### config.mk
export PLATFORM = sky130hd
export DESIGN_NAME = ptc_time_clock
export DESIGN_NICKNAME = d
export VERILOG_FILES = /design/src/core/ptc_pair_latch.v /design/src/core/ptc_time_clock.v
export VERILOG_INCLUDE_DIRS = /design/src /design/src/core
export SDC_FILE = /design/constraint.sdc
export NUM_CORES = 2
export LEC_CHECK = 0
export ABC_AREA = 1
export BUFFER_PORTS_ARGS = -buffer_cell sky130_fd_sc_hd__buf_2
export CORE_MARGIN = 2
export CORE_UTILIZATION = 35
export CTS_BUF_LIST = sky130_fd_sc_hd__clkbuf_8 sky130_fd_sc_hd__clkbuf_16
export DETAILED_ROUTE_END_ITERATION = 10
export PLACE_DENSITY = 0.57
export SYNTH_ARGS = -nofsm -noshare
export SYNTH_HDL_FRONTEND = slang
export SYNTH_SLANG_ARGS = --single-unit
### constraint.sdc
create_clock -name core_clk -period 5.9 [get_ports core_clk]
set_clock_uncertainty 0.15 [all_clocks]
set_input_delay 1.18 -clock core_clk [delete_from_list [all_inputs] [get_ports core_clk]]
set_output_delay 1.18 -clock core_clk [all_outputs]
set_load 0.02 [all_outputs]
### src/core/ptc_defs.vh
// Register offsets, reset values and timing constants for the precision time clock
`ifndef PTC_DEFS_VH
`define PTC_DEFS_VH

`define PTC_ADDR_W          9
`define PTC_OFF_CAP_HI      9'h168
`define PTC_OFF_CAP_LO      9'h16C
`define PTC_OFF_TIME_HI     9'h170
`define PTC_OFF_TIME_LO     9'h174
`define PTC_OFF_ADDEND      9'h178
`define PTC_OFF_MATCH_HI    9'h17C
`define PTC_OFF_MATCH_LO    9'h180
`define PTC_OFF_RELOAD_HI   9'h184
`define PTC_OFF_RELOAD_LO   9'h188
`define PTC_OFF_CONFIG      9'h194
`define PTC_OFF_CMD         9'h1A0
`define PTC_OFF_STATUS      9'h1A4
`define PTC_OFF_IRQ_EN      9'h1A8

`define PTC_CFG_RELOAD_BIT  0
`define PTC_CMD_SNAP_BIT    0
`define PTC_STS_MATCH_BIT   0

`define PTC_RST_WORD        32'h00000000
`define PTC_RST_CONFIG      32'h00000000
`define PTC_UNMAPPED_READ   32'h00000000

`define PTC_BASE_RATE_MHZ   100
`define PTC_CORE_RATE_MHZ   40

`endif

### src/core/ptc_pair_latch.v
// Two-half write staging: commits a 64-bit value only after both halves are written
`include "ptc_defs.vh"
module ptc_pair_latch (
  // Clock and reset
  input  wire        core_clk,
  input  wire        rst_n,
  // Half writes
  input  wire        wr_hi,
  input  wire        wr_lo,
  input  wire [31:0] wdata,
  // Committed pair
  output reg  [63:0] pair_q,
  output reg         commit_q
);

  reg [31:0] hi_stage_q;
  reg [31:0] lo_stage_q;
  reg        hi_seen_q;
  reg        lo_seen_q;

  wire hi_now = wr_hi | hi_seen_q;
  wire lo_now = wr_lo | lo_seen_q;
  wire both   = hi_now & lo_now;

  // Stage halves; the commit pulse fires in the cycle after the second half
  always @(posedge core_clk) begin
    if (!rst_n) begin
      hi_stage_q <= `PTC_RST_WORD;
      lo_stage_q <= `PTC_RST_WORD;
      hi_seen_q  <= 1'b0;
      lo_seen_q  <= 1'b0;
      pair_q     <= {`PTC_RST_WORD, `PTC_RST_WORD};
      commit_q   <= 1'b0;
    end else begin
      if (wr_hi) hi_stage_q <= wdata;
      if (wr_lo) lo_stage_q <= wdata;
      commit_q <= both;
      if (both) begin
        pair_q    <= {(wr_hi ? wdata : hi_stage_q), (wr_lo ? wdata : lo_stage_q)};
        hi_seen_q <= 1'b0;
        lo_seen_q <= 1'b0;
      end else begin
        hi_seen_q <= hi_now;
        lo_seen_q <= lo_now;
      end
    end
  end

endmodule // ptc_pair_latch

### src/core/ptc_time_clock.v
// Precision time clock with addend trim, input capture, snapshot read and compare
`include "ptc_defs.vh"

module ptc_time_clock #(
  parameter TICK_STEP = 1
) (
  // Clock and reset
  input  wire                   core_clk,
  input  wire                   rst_n,
  // Register port
  input  wire [`PTC_ADDR_W-1:0] reg_addr,
  input  wire                   reg_wr,
  input  wire                   reg_rd,
  input  wire [31:0]            reg_wdata,
  output reg  [31:0]            reg_rdata_q,
  output reg                    reg_rvalid_q,
  // Capture pin
  input  wire                   stamp_in9,
  // Event outputs
  output reg                    match_irq_q,
  output reg                    match_pulse_q
);

  localparam [63:0] STEP = {32'h00000000, TICK_STEP[31:0]};

  // Decoded write strobes
  reg wr_time_hi;
  reg wr_time_lo;
  reg wr_match_hi;
  reg wr_match_lo;
  reg wr_rel_hi;
  reg wr_rel_lo;
  reg wr_addend;
  reg wr_config;
  reg wr_cmd;
  reg wr_status;
  reg wr_irq_en;

  // Write decode as an if chain; unmapped writes are dropped
  always @* begin
    wr_time_hi  = 1'b0;
    wr_time_lo  = 1'b0;
    wr_match_hi = 1'b0;
    wr_match_lo = 1'b0;
    wr_rel_hi   = 1'b0;
    wr_rel_lo   = 1'b0;
    wr_addend   = 1'b0;
    wr_config   = 1'b0;
    wr_cmd      = 1'b0;
    wr_status   = 1'b0;
    wr_irq_en   = 1'b0;
    if (reg_wr) begin
      if (reg_addr == `PTC_OFF_TIME_HI) begin
        wr_time_hi = 1'b1;
      end else if (reg_addr == `PTC_OFF_TIME_LO) begin
        wr_time_lo = 1'b1;
      end else if (reg_addr == `PTC_OFF_ADDEND) begin
        wr_addend = 1'b1;
      end else if (reg_addr == `PTC_OFF_MATCH_HI) begin
        wr_match_hi = 1'b1;
      end else if (reg_addr == `PTC_OFF_MATCH_LO) begin
        wr_match_lo = 1'b1;
      end else if (reg_addr == `PTC_OFF_RELOAD_HI) begin
        wr_rel_hi = 1'b1;
      end else if (reg_addr == `PTC_OFF_RELOAD_LO) begin
        wr_rel_lo = 1'b1;
      end else if (reg_addr == `PTC_OFF_CONFIG) begin
        wr_config = 1'b1;
      end else if (reg_addr == `PTC_OFF_CMD) begin
        wr_cmd = 1'b1;
      end else if (reg_addr == `PTC_OFF_STATUS) begin
        wr_status = 1'b1;
      end else if (reg_addr == `PTC_OFF_IRQ_EN) begin
        wr_irq_en = 1'b1;
      end
    end
  end

  // Paired-half staging for time, target and reload
  wire [63:0] time_load;
  wire        time_commit;
  wire [63:0] match_load;
  wire        match_commit;
  wire [63:0] reload_val;

  ptc_pair_latch u_time_pair (
    .core_clk (core_clk),
    .rst_n    (rst_n),
    .wr_hi    (wr_time_hi),
    .wr_lo    (wr_time_lo),
    .wdata    (reg_wdata),
    .pair_q   (time_load),
    .commit_q (time_commit)
  );

  ptc_pair_latch u_match_pair (
    .core_clk (core_clk),
    .rst_n    (rst_n),
    .wr_hi    (wr_match_hi),
    .wr_lo    (wr_match_lo),
    .wdata    (reg_wdata),
    .pair_q   (match_load),
    .commit_q (match_commit)
  );

  ptc_pair_latch u_reload_pair (
    .core_clk (core_clk),
    .rst_n    (rst_n),
    .wr_hi    (wr_rel_hi),
    .wr_lo    (wr_rel_lo),
    .wdata    (reg_wdata),
    .pair_q   (reload_val),
    .commit_q ()
  );

  // Raw half registers for read-back of written values
  reg [31:0] match_hi_rd_q;
  reg [31:0] match_lo_rd_q;
  reg [31:0] rel_hi_rd_q;
  reg [31:0] rel_lo_rd_q;
  reg [31:0] addend_q;
  reg        reload_sel_q;
  reg        irq_en_q;

  // Software-owned configuration
  always @(posedge core_clk) begin
    if (!rst_n) begin
      match_hi_rd_q <= `PTC_RST_WORD;
      match_lo_rd_q <= `PTC_RST_WORD;
      rel_hi_rd_q   <= `PTC_RST_WORD;
      rel_lo_rd_q   <= `PTC_RST_WORD;
      addend_q      <= `PTC_RST_WORD;
      reload_sel_q  <= 1'b0;
      irq_en_q      <= 1'b0;
    end else begin
      if (wr_match_hi) match_hi_rd_q <= reg_wdata;
      if (wr_match_lo) match_lo_rd_q <= reg_wdata;
      if (wr_rel_hi) rel_hi_rd_q <= reg_wdata;
      if (wr_rel_lo) rel_lo_rd_q <= reg_wdata;
      if (wr_addend) addend_q <= reg_wdata;
      if (wr_config) reload_sel_q <= reg_wdata[`PTC_CFG_RELOAD_BIT];
      if (wr_irq_en) irq_en_q <= reg_wdata[`PTC_STS_MATCH_BIT];
    end
  end

  // Accumulator with carry; the carry is the tick enable for the count
  reg  [31:0] accum_q;
  wire [32:0] accum_sum = {1'b0, accum_q} + {1'b0, addend_q};
  wire        tick      = accum_sum[32];

  reg  [63:0] time_q;

  // Live time count; a committed load beats the tick in the same cycle
  always @(posedge core_clk) begin
    if (!rst_n) begin
      accum_q <= `PTC_RST_WORD;
      time_q  <= {`PTC_RST_WORD, `PTC_RST_WORD};
    end else begin
      accum_q <= accum_sum[31:0];
      if (time_commit) begin
        time_q <= time_load;
      end else if (tick) begin
        time_q <= time_q + STEP;
      end
    end
  end

  // Capture pin synchroniser; the second and third stages feed the edge detector
  reg sync1_q;
  reg sync2_q;
  reg sync3_q;
  reg [63:0] cap_q;

  always @(posedge core_clk) begin
    if (!rst_n) begin
      sync1_q <= 1'b0;
      sync2_q <= 1'b0;
      sync3_q <= 1'b0;
      cap_q   <= {`PTC_RST_WORD, `PTC_RST_WORD};
    end else begin
      sync1_q <= stamp_in9;
      sync2_q <= sync1_q;
      sync3_q <= sync2_q;
      if (sync2_q & ~sync3_q) cap_q <= time_q;
    end
  end

  // Snapshot of the count for coherent two-half reads
  reg [63:0] snap_q;

  always @(posedge core_clk) begin
    if (!rst_n) begin
      snap_q <= {`PTC_RST_WORD, `PTC_RST_WORD};
    end else if (wr_cmd && reg_wdata[`PTC_CMD_SNAP_BIT]) begin
      snap_q <= time_q;
    end
  end

  // Compare target; a software commit takes priority over a match update
  reg  [63:0] match_q;
  wire        hit = (time_q == match_q);
  reg         hit_q;
  wire        match_event = hit & ~hit_q; // One event per match, not per cycle

  always @(posedge core_clk) begin
    if (!rst_n) begin
      match_q <= {`PTC_RST_WORD, `PTC_RST_WORD};
      hit_q   <= 1'b1; // Time and target both reset to zero; no false event on release
    end else begin
      hit_q <= hit;
      if (match_commit) begin
        match_q <= match_load;
      end else if (match_event) begin
        if (reload_sel_q) begin
          match_q <= reload_val;
        end else begin
          match_q <= match_q + reload_val;
        end
      end
    end
  end

  // Sticky match flag; a new event wins over a clear in the same cycle
  reg match_flag_q;

  always @(posedge core_clk) begin
    if (!rst_n) begin
      match_flag_q  <= 1'b0;
      match_irq_q   <= 1'b0;
      match_pulse_q <= 1'b0;
    end else begin
      if (match_event) begin
        match_flag_q <= 1'b1;
      end else if (wr_status && reg_wdata[`PTC_STS_MATCH_BIT]) begin
        match_flag_q <= 1'b0;
      end
      match_irq_q   <= (match_flag_q | match_event) & irq_en_q;
      match_pulse_q <= match_event;
    end
  end

  // Read mux; unmapped offsets return zero
  reg [31:0] rd_mux;

  always @* begin
    rd_mux = `PTC_UNMAPPED_READ;
    if (reg_addr == `PTC_OFF_CAP_HI) begin
      rd_mux = cap_q[63:32];
    end else if (reg_addr == `PTC_OFF_CAP_LO) begin
      rd_mux = cap_q[31:0];
    end else if (reg_addr == `PTC_OFF_TIME_HI) begin
      rd_mux = snap_q[63:32];
    end else if (reg_addr == `PTC_OFF_TIME_LO) begin
      rd_mux = snap_q[31:0];
    end else if (reg_addr == `PTC_OFF_ADDEND) begin
      rd_mux = addend_q;
    end else if (reg_addr == `PTC_OFF_MATCH_HI) begin
      rd_mux = match_hi_rd_q;
    end else if (reg_addr == `PTC_OFF_MATCH_LO) begin
      rd_mux = match_lo_rd_q;
    end else if (reg_addr == `PTC_OFF_RELOAD_HI) begin
      rd_mux = rel_hi_rd_q;
    end else if (reg_addr == `PTC_OFF_RELOAD_LO) begin
      rd_mux = rel_lo_rd_q;
    end else if (reg_addr == `PTC_OFF_CONFIG) begin
      rd_mux = {31'h00000000, reload_sel_q};
    end else if (reg_addr == `PTC_OFF_STATUS) begin
      rd_mux = {31'h00000000, match_flag_q};
    end else if (reg_addr == `PTC_OFF_IRQ_EN) begin
      rd_mux = {31'h00000000, irq_en_q};
    end
  end

  // Registered read answer, one cycle after the strobe
  always @(posedge core_clk) begin
    if (!rst_n) begin
      reg_rdata_q  <= `PTC_RST_WORD;
      reg_rvalid_q <= 1'b0;
    end else begin
      reg_rvalid_q <= reg_rd;
      if (reg_rd) reg_rdata_q <= rd_mux;
    end
  end

endmodule // ptc_time_clock

==> reports/summary.md <==
### Outcome
- result of the run: completed

### Setup path
- required time worst endpoint: 6.29 ns
- Setup Crit Path Kind: reg -> reg
- peak fanout along the critical path: 68
- depth of the worst register-to-register path: 16
- kind of start point of the critical path: register
- critical path data arrival time: 4.57 ns
- endpoint kind of the worst setup timing path: register

### Clock network
- total clock buffers created by CTS: 96
- maximum buffer depth of the clock tree: 3
- number of instances resized during post-cts repair: 0
- Hold-fix buffers, CTS: 0
- number of buffers added for setup after CTS: 0
- clock tree from TritonCTS: done
- Root Buffer: sky130_fd_sc_hd__clkbuf_16
- maximum level of the CTS H-tree: 3
- Skew-Pair Late Insertion Delay: 0.69 ns
- Clock Pin Slew Worst Setup and Hold Paths: 0.06 ns
- number of sinks on the clock net: 882

### STA
- slew of the pin with the lowest slew margin: 1.25 ns
- Worst Slack Setup Final: 1.71 ns
- RSZ-0062 raised after global routing: false
- minimum period implied by the final worst setup slack: 4.19 ns
- Highest Clock Rate: 239 MHz
- headroom to the max-slew limit: 16.5%
- fin. max-slew vios: 0
- total count of hold-check failures in the final report: 0
- setup violation total in the final timing report: 0
- final-layout worst hold slack: 0.262 ns
- summed negative setup slack over all endpoints: 0 ns
- fin crit share: 70.9%

### Synth
- number of register bits inferred by synthesis: 882
- number of flops mapped to enable cells by yosys: 0
- Synth Instances: 6132
- share of synthesized registers carrying an async set or reset: 0%
- Commonest cells post-synth: sky130_fd_sc_hd__nand2_1 (1506), sky130_fd_sc_hd__dfxtp_1 (882), sky130_fd_sc_hd__nor2_1 (681)
- share of the synthesized area in the top cell type: 42.0%
- ys flop type: sky130_fd_sc_hd__dfxtp_1
- most frequently used cell type in the post-synthesis netlist: sky130_fd_sc_hd__nand2_1
- post-synth design cell area: 42100 um2
- cell type with the highest aggregate area in the netlist: sky130_fd_sc_hd__dfxtp_1
- yosys synthesis warning count: 0
- post-synth cell types: 50
- sequential area share after synthesis: 42.0%
- top cells by area, synth: sky130_fd_sc_hd__dfxtp_1 (42%), sky130_fd_sc_hd__nand2_1 (13%), sky130_fd_sc_hd__a21oi_1 (7.6%)
- mean cell area of the mapped netlist: 6.86 um2
- Post-Syn Nets: 6276

### Floorplanning
- Initial Utilization: 35.2%
- area of the core: 119000 um2
- Chip Width: 351 um
- num rows: 127
- die outline height: 351 um
- I/O Pins: 81
- die footprint: 123000 um2

### Final layout
- count of inserted antenna diode cells: 0
- share of final-layout standard cells stronger than drive strength 1: 5.78%
- final core utilization: 39.3%
- Net count, final: 6180
- final non-filler cell area: 46900 um2
- Filler Cell Count: 12879
- Non-Filler Instances: 7720
- Layout area overhead: 11.6%

### Routing
- per-cell routed wire length: 22.9 um
- total number of vias: 41380
- Post-Route WL: 177 mm
- iteration-0 DRC count of the detailed router: 4399
- post-detailed-route DRC marker count: 0
- detailed-route vias per instance: 5.36
- Final ANT Viol Nets: 0
- number of search-and-repair iterations in the first detailed-routing pass: 8

### Global routing
- Overflow after GRT: 0
- number of global-route vias before repair: 37737
- global-route wire length before repair: 256 mm
- overall routing resource usage: 28.1%
- maximum number of pins on one net before global-route repair: 195
- initial antenna violation count: 14

### Place
- number of port buffers: 80
- HPWL after detailed placement: 133 mm
- dpl ws: 1.60 ns
- placed instance area: 43700 um2
- cell count after placement: 7550
- routability-driven placement congestion ratio: 0.990

### Min path
- worst hold path class: reg -> reg
- count of cells along the worst hold path: 2

### Pwr
- P per Cell Area: 267 nW/um2
- worst vdd rail ir drop: 245 uV
- final total power: 12.5 mW
- leakage power of the design: 19.3 nW

### Job
- Max-cap violations: 0

-- flip-flops by register name, indices dropped and copies added, names as in the netlist, 64 cells and up --
name                  cells
cap_q                    64
match_q                  64
snap_q                   64
time_q                   64
u_match_pair.pair_q      64
u_reload_pair.pair_q     64
u_time_pair.pair_q       64
-- worst paths after layout --
check	slack [ns]	start	endpoint
worst max-delay path	1.71	addend_q[0]$_SDFFE_PN0P_	time_q[49]$_SDFFE_PN0P_
worst min-delay path	0.26	sync1_q$_SDFF_PN0_	sync2_q$_SDFF_PN0_
worst max register to register	1.71	addend_q[0]$_SDFFE_PN0P_	time_q[49]$_SDFFE_PN0P_
worst min register to register	0.26	sync1_q$_SDFF_PN0_	sync2_q$_SDFF_PN0_
-- logic make-up (layout without fill, tap and decap cells) --
kind of cell | after synthesis | in the layout | synth area share [%]
fa+ha+maj | 98 | 98 | 2.95
flops | 882 | 882 | 42.0
buf+inv | 956 | 932 | 8.76
simple gates | 2604 | 2604 | 25.1
xor+xnor | 124 | 124 | 2.58
compound gates | 1464 | 1464 | 18.5
mux | 4 | 4 | 0.0952
-- per-layer routing --
metal	global-route usage [%]	vias to the layer above	share of wire [%]
met5	0	-	0
met2	44.4	1590	44
li1	-	19830	-
met1	39.6	19714	45
met4	8.52	0	3.0
met3	3.77	246	7.1
-- worst max-delay path: stages (launching register included) --
cell and delay, ns:
sky130_fd_sc_hd__dfxtp_1 0.32, sky130_fd_sc_hd__ha_1 0.23, sky130_fd_sc_hd__fa_1 0.40, sky130_fd_sc_hd__nand3_1 0.09
sky130_fd_sc_hd__nand3_1 0.14, sky130_fd_sc_hd__a21oi_1 0.75, sky130_fd_sc_hd__inv_1 0.20, sky130_fd_sc_hd__nand2_1 0.11
sky130_fd_sc_hd__nand2_1 0.14, sky130_fd_sc_hd__nand2_1 0.10, sky130_fd_sc_hd__nand2_1 0.09, sky130_fd_sc_hd__nand3_1 0.13
sky130_fd_sc_hd__nand3_4 0.10, sky130_fd_sc_hd__buf_4 0.29, sky130_fd_sc_hd__buf_4 0.39, sky130_fd_sc_hd__o21ai_0 0.24
sky130_fd_sc_hd__a31oi_1 0.06
-- cells in the final DEF, fill, tap and decap left out, drive strengths merged, types with 2 or more instances in the layout --
cell type	instances
nand4	104
o21bai	13
and3	3
a21o	12
dfxtp	882
xor2	106
xnor2	18
a31oi	29
nor2	693
o21ai	594
nand2	1508
nor3	70
mux2i	4
o2111ai	3
nor3b	3
o21a	19
clkbuf	116
o22ai	108
fa	2
o2111a	6
and2	5
nand3	183
or2	15
o211ai	8
clkinvlp	3
nor4	11
buf	130
bufinv	8
clkinv	25
inv	650
ha	96
a221oi	19
a211oi	8
nand3b	8
a21oi	641
-- power by group --
part / leakage, nW / switching, mW / total, mW / internal (mW)
clock network: 1.66 / 2.62 / 6.22 / 3.60
logic: 10.5 / 0.247 / 0.300 / 0.0529
registers: 7.11 / 0.0110 / 5.99 / 5.98
-- area by class of cell --
class | count | area (um2) | share of cell area [%]
clock buffers | 116 | 2700 | 5.75
well taps | 1612 | 2020 | 4.30
multi-input cells | 4294 | 20800 | 44.4
repair buffers | 130 | 820 | 1.75
flip-flops and latches | 882 | 17700 | 37.6
inverters | 632 | 2380 | 5.07
clock inverters | 54 | 531 | 1.13
Power figures use the tool's default switching activity.
